### src/logic/dip_config_pkg.sv
package dip_config_pkg;

  // clock and time base
  localparam int CLK_FREQ_HZ = 100_000_000;
  localparam int CLK_PERIOD_NS = 1_000_000_000 / CLK_FREQ_HZ;
  localparam int TICK_NS = 1000;
  localparam int TICK_CYCLES = TICK_NS / CLK_PERIOD_NS;
  localparam int SETTLE_US = 20; // bounce window; short so power-on stays brief
  localparam int SETTLE_TICKS = SETTLE_US * 1000 / TICK_NS;

  // switch positions inside one block (switch n sits at bit n-1)
  localparam int SW_COUNT = 8;
  localparam int SW_FOUR_SENSOR = 0;
  localparam int SW_SEQUENCE = 1;
  localparam int SW_EXTENSION = 2;
  localparam int SW_RESTART_MANUAL = 3;
  localparam int SW_MUTE_FROM_SENSOR = 4;
  localparam int SW_RESET_FROM_CONTROL = 5;
  localparam int SW_TIMEOUT_FIRST = 6;
  localparam int SW_TIMEOUT_SECOND = 7;

  // muting timeouts, as printed, and in seconds
  localparam int TIMEOUT_SHORT_S = 20;
  localparam int TIMEOUT_MID_MIN = 2;
  localparam int TIMEOUT_LONG_MIN = 10;
  localparam int TIMEOUT_MAX_H = 100;
  localparam logic [18:0] TIMEOUT_SHORT_SEC = 19'(TIMEOUT_SHORT_S);
  localparam logic [18:0] TIMEOUT_MID_SEC = 19'(TIMEOUT_MID_MIN * 60);
  localparam logic [18:0] TIMEOUT_LONG_SEC = 19'(TIMEOUT_LONG_MIN * 60);
  localparam logic [18:0] TIMEOUT_MAX_SEC = 19'(TIMEOUT_MAX_H * 3600);

  // operating mode numbering
  localparam logic [5:0] MODE_TIMING_BASE = 6'h01;
  localparam logic [5:0] MODE_SEQ2_BASE = 6'h11;
  localparam logic [5:0] MODE_SEQ4_BASE = 6'h31;

  // register map, byte addresses
  localparam logic [7:0] ADDR_CONFIG = 8'h00;
  localparam logic [7:0] ADDR_STATUS = 8'h04;
  localparam logic [7:0] ADDR_MASK = 8'h08;
  localparam logic [7:0] ADDR_CONTROL = 8'h0c;
  localparam logic [7:0] ADDR_LIVE = 8'h10;

  // status / mask bits
  localparam int ST_MISMATCH = 0;
  localparam int ST_CHANGED = 1;
  localparam int ST_MODE_ERROR = 2;
  localparam int ST_READY = 3;
  localparam int ST_WIDTH = 4;

  // config register fields
  localparam int CFG_VALID_BIT = 8;
  localparam int CFG_MODE_LSB = 16;

  // reset values
  localparam logic [ST_WIDTH-1:0] MASK_RESET = 4'h0;
  localparam logic CONTROL_ENABLE_RESET = 1'b0;

  typedef enum logic [1:0] {
    LOAD_SETTLE = 2'b00,
    LOAD_RUN = 2'b01,
    LOAD_FAULT = 2'b10
  } load_state_type;

endpackage

### src/logic/mode_display.sv
`timescale 1ns/1ps
// two-digit seven-segment driver for the operating mode number
module mode_display (
  input wire logic clk,
  input wire logic reset,
  input wire logic show,
  input wire logic fault,
  input wire logic [5:0] mode,
  output logic [6:0] tens_seg,
  output logic [6:0] ones_seg
);
  import dip_config_pkg::*;

  // segments g..a, active high
  function automatic logic [6:0] seg_of(input logic [3:0] digit);
    case (digit)
      4'h0: seg_of = 7'h3f;
      4'h1: seg_of = 7'h06;
      4'h2: seg_of = 7'h5b;
      4'h3: seg_of = 7'h4f;
      4'h4: seg_of = 7'h66;
      4'h5: seg_of = 7'h6d;
      4'h6: seg_of = 7'h7d;
      4'h7: seg_of = 7'h07;
      4'h8: seg_of = 7'h7f;
      4'h9: seg_of = 7'h6f;
      4'he: seg_of = 7'h79;
      default: seg_of = 7'h00;
    endcase
  endfunction

  logic [3:0] tens;
  logic [3:0] ones;

  // binary to two decimal digits, mode never exceeds 63
  always_comb begin
    tens = 4'(mode / 6'd10);
    ones = 4'(mode % 6'd10);
  end

  // blank until start-up done, fault shows "E" blank
  always_ff @(posedge clk or posedge reset) begin
    if (reset) begin
      tens_seg <= 7'h00;
      ones_seg <= 7'h00;
    end else if (fault) begin
      tens_seg <= seg_of(4'he);
      ones_seg <= 7'h00;
    end else if (show) begin
      tens_seg <= seg_of(tens);
      ones_seg <= seg_of(ones);
    end else begin
      tens_seg <= 7'h00;
      ones_seg <= 7'h00;
    end
  end

endmodule

### src/logic/dip_config_validator.sv
// Contract
// - Configuration comes from two eight-switch blocks, the second a redundant copy of the first.
// - Any switch differing between the two blocks flags a configuration error and drops both safety outputs.
// - Any switch change during normal operation flags an error and drops both safety outputs.
// - A setting that matches no permitted operating mode raises a mode error and drops both safety outputs.
// - After start-up the display shows the decoded operating mode number.
// - Switch 1 on selects four-sensor muting, off selects two-sensor muting.
// - Switch 2 on selects sequence-controlled muting, off selects timing-controlled muting.
// - Switch 3 on enables muting-enable and timeout extension, off disables it.
// - Switch 4 on selects manual restart via the acknowledgment unit, off automatic via control.
// - Switch 5 on takes the muting signal from muting sensor 1, off from the control input.
// - Switch 6 on takes reset from the control input, off from the acknowledgment unit.
// - Switches 7 and 8 set the timeout: off/off 20 s, off/on 2 min, on/off 10 min, on/on 100 h.
// - The error output is high while a fault is present and low while fault-free and operating.
`timescale 1ns/1ps
module dip_config_validator (
  input wire logic clk,
  input wire logic reset,
  input wire logic [dip_config_pkg::SW_COUNT-1:0] switch_block_a,
  input wire logic [dip_config_pkg::SW_COUNT-1:0] switch_block_b,
  input wire logic safety_request,
  input wire logic [7:0] reg_addr,
  input wire logic [31:0] reg_wdata,
  input wire logic reg_write,
  input wire logic reg_read,
  output logic [31:0] reg_rdata,
  output logic irq,
  output logic safety_switching_output_1,
  output logic safety_switching_output_2,
  output logic error_out,
  output logic config_ready,
  output logic four_sensor,
  output logic sequence_mode,
  output logic extension_enable,
  output logic restart_manual,
  output logic muting_from_sensor,
  output logic reset_from_control,
  output logic [1:0] timeout_select,
  output logic [18:0] timeout_seconds,
  output logic [5:0] mode_number,
  output logic [6:0] display_tens,
  output logic [6:0] display_ones
);
  import dip_config_pkg::*;

  // decodes one block into {permitted, mode number}
  function automatic logic [6:0] decode_mode(input logic [SW_COUNT-1:0] sw);
    logic [5:0] base;
    logic ok;
    base = MODE_TIMING_BASE;
    ok = 1'b0;
    if (!sw[SW_FOUR_SENSOR] && !sw[SW_SEQUENCE]) begin
      // timing controlled: 16 modes over switches 3..6
      ok = 1'b1;
      base = MODE_TIMING_BASE + {2'b00, sw[SW_EXTENSION], sw[SW_RESTART_MANUAL],
                                 !sw[SW_MUTE_FROM_SENSOR], sw[SW_RESET_FROM_CONTROL]};
    end else if (sw[SW_SEQUENCE] && !sw[SW_EXTENSION]) begin
      // sequence controlled only without extension
      ok = 1'b1;
      base = (sw[SW_FOUR_SENSOR] ? MODE_SEQ4_BASE : MODE_SEQ2_BASE) +
             {3'b000, sw[SW_RESTART_MANUAL], !sw[SW_MUTE_FROM_SENSOR],
              sw[SW_RESET_FROM_CONTROL]};
    end
    decode_mode = {ok, base};
  endfunction

  // timeout figure for a switch 7/8 pair
  function automatic logic [18:0] timeout_of(input logic [1:0] sel);
    case (sel)
      2'b00: timeout_of = TIMEOUT_SHORT_SEC;
      2'b01: timeout_of = TIMEOUT_MID_SEC;
      2'b10: timeout_of = TIMEOUT_LONG_SEC;
      default: timeout_of = TIMEOUT_MAX_SEC;
    endcase
  endfunction

  // switch synchronisers: three stages, change taken once stages two
  // and three agree, so a bouncing contact never reads half-way
  // the price is about four clocks of delay on every switch edge
  logic [2*SW_COUNT-1:0] raw_pins;
  logic [2*SW_COUNT-1:0] sync1_q;
  logic [2*SW_COUNT-1:0] sync2_q;
  logic [2*SW_COUNT-1:0] sync3_q;
  logic [2*SW_COUNT-1:0] filt_q;

  assign raw_pins = {switch_block_b, switch_block_a};

  generate
    for (genvar i = 0; i < 2 * SW_COUNT; i++) begin : g_sync
      // stage one feeds stage two only
      always_ff @(posedge clk or posedge reset) begin
        if (reset) begin
          sync1_q[i] <= 1'b0;
          sync2_q[i] <= 1'b0;
          sync3_q[i] <= 1'b0;
        end else begin
          sync1_q[i] <= raw_pins[i];
          sync2_q[i] <= sync1_q[i];
          sync3_q[i] <= sync2_q[i];
        end
      end

      // filtered level moves only on agreement
      always_ff @(posedge clk or posedge reset) begin
        if (reset) begin
          filt_q[i] <= 1'b0;
        end else if (sync2_q[i] == sync3_q[i]) begin
          filt_q[i] <= sync3_q[i];
        end
      end
    end
  endgenerate

  logic [SW_COUNT-1:0] live_a;
  logic [SW_COUNT-1:0] live_b;

  assign live_a = filt_q[SW_COUNT-1:0];
  assign live_b = filt_q[2*SW_COUNT-1:SW_COUNT];

  // microsecond tick from a divider, used for the start-up settle
  // a slow enable keeps the settle counter narrow
  logic [$clog2(TICK_CYCLES)-1:0] div_q;
  logic tick_q;

  always_ff @(posedge clk or posedge reset) begin
    if (reset) begin
      div_q <= '0;
      tick_q <= 1'b0;
    end else if (div_q == ($clog2(TICK_CYCLES))'(TICK_CYCLES - 1)) begin
      div_q <= '0;
      tick_q <= 1'b1;
    end else begin
      div_q <= div_q + 1'b1;
      tick_q <= 1'b0;
    end
  end

  // load state machine
  // settle, run and a terminal fault that only reset leaves
  load_state_type state_q;
  logic [$clog2(SETTLE_TICKS+1)-1:0] settle_q;
  logic settle_done;
  logic [SW_COUNT-1:0] stored_q;
  logic [6:0] live_decode;
  logic blocks_differ;
  logic live_changed;
  logic mode_bad;
  logic fault_now;

  assign settle_done = (settle_q == ($clog2(SETTLE_TICKS+1))'(SETTLE_TICKS));
  assign live_decode = decode_mode(live_a);
  assign blocks_differ = (live_a != live_b);
  assign live_changed = (state_q == LOAD_RUN) &&
                        ((live_a != stored_q) || (live_b != stored_q));
  assign mode_bad = !live_decode[6];

  // checks are only armed once the pins have had time to settle
  assign fault_now = settle_done && (blocks_differ || live_changed || mode_bad);

  // settle counter waits out contact bounce after power-on
  always_ff @(posedge clk or posedge reset) begin
    if (reset) begin
      settle_q <= '0;
    end else if (tick_q && !settle_done) begin
      settle_q <= settle_q + 1'b1;
    end
  end

  // settle, then sample once; a fault is terminal until reset
  always_ff @(posedge clk or posedge reset) begin
    if (reset) begin
      state_q <= LOAD_SETTLE;
    end else begin
      case (state_q)
        LOAD_SETTLE: begin
          if (fault_now) begin
            state_q <= LOAD_FAULT;
          end else if (settle_done) begin
            state_q <= LOAD_RUN;
          end
        end
        LOAD_RUN: begin
          if (fault_now) begin
            state_q <= LOAD_FAULT;
          end
        end
        LOAD_FAULT: state_q <= LOAD_FAULT;
        default: state_q <= LOAD_FAULT;
      endcase
    end
  end

  // snapshot of the configuration taken at the move to run
  always_ff @(posedge clk or posedge reset) begin
    if (reset) begin
      stored_q <= '0;
    end else if (state_q == LOAD_SETTLE && settle_done && !fault_now) begin
      stored_q <= live_a;
    end
  end

  // decoded settings, frozen from live_a alongside the snapshot
  always_ff @(posedge clk or posedge reset) begin
    if (reset) begin
      four_sensor <= 1'b0;
      sequence_mode <= 1'b0;
      extension_enable <= 1'b0;
      restart_manual <= 1'b0;
      muting_from_sensor <= 1'b0;
      reset_from_control <= 1'b0;
      timeout_select <= 2'b00;
      timeout_seconds <= TIMEOUT_SHORT_SEC;
      mode_number <= 6'h00;
    end else if (state_q == LOAD_SETTLE && settle_done && !fault_now) begin
      four_sensor <= live_a[SW_FOUR_SENSOR];
      sequence_mode <= live_a[SW_SEQUENCE];
      extension_enable <= live_a[SW_EXTENSION];
      restart_manual <= live_a[SW_RESTART_MANUAL];
      muting_from_sensor <= live_a[SW_MUTE_FROM_SENSOR];
      reset_from_control <= live_a[SW_RESET_FROM_CONTROL];
      timeout_select <= {live_a[SW_TIMEOUT_FIRST], live_a[SW_TIMEOUT_SECOND]};
      timeout_seconds <= timeout_of({live_a[SW_TIMEOUT_FIRST],
                                     live_a[SW_TIMEOUT_SECOND]});
      mode_number <= live_decode[5:0];
    end
  end

  // registers
  // software view: config, status, mask, control and live pins
  logic [ST_WIDTH-1:0] status_q;
  logic [ST_WIDTH-1:0] mask_q;
  logic enable_q;
  logic [ST_WIDTH-1:0] events;
  logic [ST_WIDTH-1:0] clear_bits;
  logic entering_run;

  assign entering_run = (state_q == LOAD_SETTLE) && settle_done && !fault_now;

  // each fault kind records once per cause; ready marks start-up done
  always_comb begin
    events = '0;
    events[ST_MISMATCH] = fault_now && blocks_differ && (state_q != LOAD_FAULT);
    events[ST_CHANGED] = fault_now && live_changed && (state_q != LOAD_FAULT);
    events[ST_MODE_ERROR] = fault_now && mode_bad && (state_q != LOAD_FAULT);
    events[ST_READY] = entering_run;
  end

  assign clear_bits = (reg_write && reg_addr == ADDR_STATUS) ?
                      reg_wdata[ST_WIDTH-1:0] : '0;

  // write one to clear; a new event in the same cycle wins
  always_ff @(posedge clk or posedge reset) begin
    if (reset) begin
      status_q <= '0;
    end else begin
      status_q <= (status_q & ~clear_bits) | events;
    end
  end

  // mask and output enable written by software
  always_ff @(posedge clk or posedge reset) begin
    if (reset) begin
      mask_q <= MASK_RESET;
      enable_q <= CONTROL_ENABLE_RESET;
    end else if (reg_write) begin
      if (reg_addr == ADDR_MASK) begin
        mask_q <= reg_wdata[ST_WIDTH-1:0];
      end
      if (reg_addr == ADDR_CONTROL) begin
        enable_q <= reg_wdata[0];
      end
    end
  end

  // read data one cycle after the strobe, zero elsewhere
  always_ff @(posedge clk or posedge reset) begin
    if (reset) begin
      reg_rdata <= 32'h0000_0000;
    end else if (reg_read) begin
      case (reg_addr)
        ADDR_CONFIG: begin
          reg_rdata <= '0;
          reg_rdata[SW_COUNT-1:0] <= stored_q;
          reg_rdata[CFG_VALID_BIT] <= (state_q == LOAD_RUN);
          reg_rdata[CFG_MODE_LSB +: 6] <= mode_number;
        end
        ADDR_STATUS: reg_rdata <= {{(32-ST_WIDTH){1'b0}}, status_q};
        ADDR_MASK: reg_rdata <= {{(32-ST_WIDTH){1'b0}}, mask_q};
        ADDR_CONTROL: reg_rdata <= {31'h0000_0000, enable_q};
        ADDR_LIVE: reg_rdata <= {16'h0000, live_b, live_a};
        default: reg_rdata <= 32'h0000_0000;
      endcase
    end else begin
      reg_rdata <= 32'h0000_0000;
    end
  end

  // level interrupt while any unmasked status bit stands
  always_ff @(posedge clk or posedge reset) begin
    if (reset) begin
      irq <= 1'b0;
    end else begin
      irq <= |((status_q & ~clear_bits | events) & mask_q);
    end
  end

  // safety outputs and error pin
  // both outputs come from one term so they cannot disagree
  logic outputs_allowed;

  // outputs only follow the request in run with no fault pending;
  // the fault term is combinational so the drop lands the same edge
  assign outputs_allowed = (state_q == LOAD_RUN) && !fault_now && enable_q;

  always_ff @(posedge clk or posedge reset) begin
    if (reset) begin
      safety_switching_output_1 <= 1'b0;
      safety_switching_output_2 <= 1'b0;
    end else begin
      safety_switching_output_1 <= outputs_allowed && safety_request;
      safety_switching_output_2 <= outputs_allowed && safety_request;
    end
  end

  // error high in fault, low once running clean
  always_ff @(posedge clk or posedge reset) begin
    if (reset) begin
      error_out <= 1'b0;
      config_ready <= 1'b0;
    end else begin
      error_out <= (state_q == LOAD_FAULT) || fault_now;
      config_ready <= (state_q == LOAD_RUN) && !fault_now;
    end
  end

  // mode number on the display once running
  mode_display u_display (
    .clk(clk),
    .reset(reset),
    .show(state_q == LOAD_RUN),
    .fault(state_q == LOAD_FAULT),
    .mode(mode_number),
    .tens_seg(display_tens),
    .ones_seg(display_ones)
  );

endmodule

### config.mk
export PLATFORM = sky130hd
export DESIGN_NAME = dip_config_validator
export DESIGN_NICKNAME = d
export VERILOG_FILES = /design/src/logic/dip_config_pkg.sv /design/src/logic/mode_display.sv /design/src/logic/dip_config_validator.sv
export SDC_FILE = /design/constraint.sdc
export NUM_CORES = 1
export LEC_CHECK = 0
export ABC_CLOCK_PERIOD_IN_PS = 5600
export BUFFER_PORTS_ARGS = -buffer_cell sky130_fd_sc_hd__buf_2
export CAP_MARGIN = 15
export CORE_MARGIN = 3
export CORE_UTILIZATION = 54
export CTS_CLUSTER_DIAMETER = 200
export DETAILED_ROUTE_END_ITERATION = 8
export GPL_TIMING_DRIVEN = 0
export MAX_ROUTING_LAYER = met4
export PLACE_DENSITY = 0.82
export SETUP_SLACK_MARGIN = 0.5
export SLEW_MARGIN = 10
export SYNTH_ARGS = -nofsm -noshare
export SYNTH_HDL_FRONTEND = slang
export SYNTH_HIERARCHICAL = 1
export SYNTH_SLANG_ARGS = --single-unit
### constraint.sdc
create_clock -name clk -period 5.6 [get_ports clk]
set_input_delay 0.56 -clock clk [delete_from_list [all_inputs] [get_ports clk]]
set_output_delay 0.56 -clock clk [all_outputs]
set_load 0.02 [all_outputs]
==> impl_metrics.csv <==
group,metric,value,unit
timing,max_slew_margin,35.5,%
layout,fin_nets,749,
global_route,grt_pass1_wl,22.0,mm
synth,async_flop_share,100,%
synth,synth_flop_cell,"dfrtp_1",
floorplanning,die-area,0.0136,sq mm
synth,synth_top_family_by_area,"simple AND/OR/NAND/NOR gates",
layout,multiInputGateArea,0.00252,sq mm
floorplanning,initial_core_util,56.5,%
worst_setup_path,path_class,"flip-flop to flip-flop",
cts,cts-root-buf,"clkbuf_16",
layout,seq_area,0.00373,sq mm
timing,rsz0062_at_grt,"no",
timing,worst_slew_pin_slew,0.958,ns
detailed_routing,drcViolationCount,0,
layout,drive_gt1_share,31.7,%
global_route,antenna_found_initial,0,
synth,yosysSeqAreaShare,56.6,%
floorplanning,coreArea,0.0117,sq mm
detailed_routing,post_drt_wl_per_cell,16.3,um
cts,hold_buffers,0,
placement,numPortBuffers,98,
cts,cts_sinks,149,
synth,post_synth_instance_area,0.00659,sq mm
synth,ys_top_cells_by_area,"dfrtp_1 (56%), ha_1 (3.8%), mux2_4 (3.4%)",
hold_path,worstHoldPathType,"primary input to asynchronous set/reset pin",
cts,cts_tree,"built",
detailed_routing,drtAntennaViolNets,0,
timing,timing.final.hold_violations,0,
run,cap_viol_max_count,0,
worst_setup_path,startpoint,"mode_number[5]",
timing,final-max-slew-violation-count,0,
synth,synth-seq-cells,149,
floorplanning,ios,145,
worst_setup_path,crit_top_cell,"a21oi_1",
timing,fin_crit_sh,52.2,%
timing,finalSetupViolCount,0,
synth,synth-xor-area-share,3.85,%
worst_setup_path,cp.depth,10,
detailed_routing,vias,4407,
layout,final_cells,825,
cts,clkTransAtPathRegs,0.06,ns
layout,syn2layout_area_growth,21.0,%
worst_setup_path,cp_cell_sequence,"buf_2 -> o21ai_1 -> a22oi_1 -> xor2_1 -> ha_1 -> mux2i_1 -> a21oi_1 -> o21a_2 -> o31ai_1 -> a21oi_1",
synth,synth.top_cells.by_count,"dfrtp_1 (147), nor2_1 (32), buf_4 (26)",
placement,dp_hpwl,9.47,mm
synth,yosys_warnings,6,
worst_setup_path,start_kind,"flip-flop",
worst_setup_path,cpPeakStageDelay,0.53,ns
global_route,grtUsageTotal,21.9,%
placement,place_inst,792,
timing,whs,0.181,ns
worst_setup_path,worstPathRequired,5.88,ns
synth,syn_avg_cell_area,12.3,sq um
worst_setup_path,worstSetupEndpoint,"u_display/ones_seg[4]",
worst_setup_path,crit_family,"compound AO/OA/AOI/OAI gates",
synth,synthSimpleGateAreaFrac,11.4,%
detailed_routing,via_per_inst,5.34,
timing,period_needed,2.92,ns
cts,cts-buffers-inserted,17,
worst_setup_path,r2r-start,"mode_number[5]",
worst_setup_path,cp_slowest_cell,"dfrtp_1",
layout,fillers,846,
cts,htreeDepth,4,
worst_setup_path,crit_path_max_fanout,10,
outcome,status,"completed",
worst_setup_path,cp.arrival,3.21,ns
synth,synth_top_area_share,55.8,%
synth,yosysTopAreaCell,"dfrtp_1",
cts,insertion_delay,0.42,ns
floorplanning,die_x,116,um
power_and_ir_drop,power.density,307,mW/mm^2
timing,fin_skew,0.0106,ns
power_and_ir_drop,irDropWorstVdd,0.185,mV
synth,muxShareOfSynthArea,6.63,%
global_route,grt_pass1_vias,4445,
global_route,grt_overflow,0,
synth,synth_edf_count,0,
cts,cts_setup_buffers,0,
cts,post_cts_resized,0,
worst_setup_path,reg2reg_to,"u_display/ones_seg[4]",
detailed_routing,wirelength,13.5,mm
worst_setup_path,rr_worst_depth,10,
worst_setup_path,endpoint_kind,"flip-flop",
floorplanning,die_h,116,um
timing,tns,0,ns
synth,yosysUniqueCellTypes,71,
timing,fmax,342,MHz
placement,globalplace.congestion,0.866,
detailed_routing,dr.pass1.iters,5,
power_and_ir_drop,power_leakage,4.07,nW
global_route,grt_max_degree,84,
synth,yosysMostFrequentCell,"dfrtp_1",
synth,synth-adder-area-share,6.23,%
cts,cts_buffer_depth,2,
detailed_routing,drt_iter0_markers,328,
synth,synth_compound_area_share,9.23,%
worst_setup_path,regToRegSetupSlack,2.68,ns
floorplanning,rows,39,
worst_setup_path,crit_buf_inv,1,
synth,synthCells,535,
-- how the worst min path moves through the flow --
stage                       to  slack (ns)  cells past startpoint
floorplan           sync2_q[0]        0.33                      0
CTS                 state_q[1]        0.20                      2
global placement    sync2_q[3]        0.33                      0
detailed placement  sync2_q[0]        0.33                      0
finish              state_q[1]        0.18                      2
global route        state_q[1]        0.22                      2
-- cells in the final DEF (no fill, tap or decap), types with 5 or more instances in the layout --
cell       Yosys  routed
dfrtp_1      147     147
buf_2          5     103
nor2_1        32      32
buf_4         26      26
nand2_1       24      24
inv_1         23      22
ha_1          20      20
xnor2_1       17      17
clkbuf_16      0      17
maj3_1        16      16
a21oi_1       16      16
conb_1         1      16
mux2_4        15      15
xor2_1        12      12
and3_1        12      12
mux2i_1       11      11
nor2b_1       11      11
nand3_1       10      10
mux2_2         9       9
nor3_1         9       9
a22oi_1        9       9
clkbuf_1       7       7
o21ai_0        7       7
and2_1         7       7
nand4_1        5       5
inv_6          0       5
-- stage by stage --
| step | worst slack (ns) | utilization [%] | cell area, sq um | power, mW |
|---|---|---|---|---|
| after floorplan | 1.43 | - | 6650 | 1.24 |
| after global placement | 0.238 | 62.7 | 7320 | 1.27 |
| after detailed placement | 2.61 | 63.0 | 7350 | 1.28 |
| after CTS | 2.70 | 68.4 | 7970 | 2.47 |
| after global routing | 2.43 | 68.4 | 7970 | 2.54 |
| final | 2.68 | 68.4 | 7980 | 2.45 |
-- kinds of logic after synthesis --
group	after synthesis
muxes	35
DFF	149
buffers and inverters	66
AOI/OAI and AO/OA	80
and+or+nand+nor	139
adders and majority gates	36
xor gates and xnor gates	29
other	1
-- layout make-up --
| type | count | area share, % |
|---|---|---|
| sequential | 149 | 46.8 |
| timing repair buffer | 99 | 6.49 |
| tap | 143 | 2.24 |
| antenna | 1 | 0.0314 |
| buffer | 43 | 3.83 |
| clock buffer | 18 | 5.51 |
| clock inverter | 14 | 2.34 |
| inverter | 23 | 1.15 |
| multi-input combinational | 335 | 31.6 |
-- registers in the layout, indices dropped and copies added, names as in the netlist, 2 cells and up --
name,cells
sync2_q,16
state_q,2
reg_rdata,22
filt_q,16
sync3_q,16
u_display/ones_seg,7
div_q,7
u_display/tens_seg,7
sync1_q,16
mode_number,6
status_q,4
mask_q,4
timeout_seconds,7
settle_q,5
stored_q,7
-- power breakdown --
group | leakage [nW] | total (mW) | switching [mW] | internal, mW
Clock | 0.306 | 1.19 | 0.461 | 0.726
Combinational | 1.85 | 0.134 | 0.0819 | 0.0517
Sequential | 1.91 | 1.13 | 0.0231 | 1.11
-- routing by layer --
layer | GRT usage (%) | wire length [um] | up-vias
li1 | - | - | 2070
met1 | 26.4 | 5610 | 2168
met2 | 35.5 | 6780 | 148
met3 | 5.91 | 814 | 21
met4 | 8.20 | 247 | 0
met5 | - | 0 | -
Note: power is estimated with default switching activity, not from simulation.
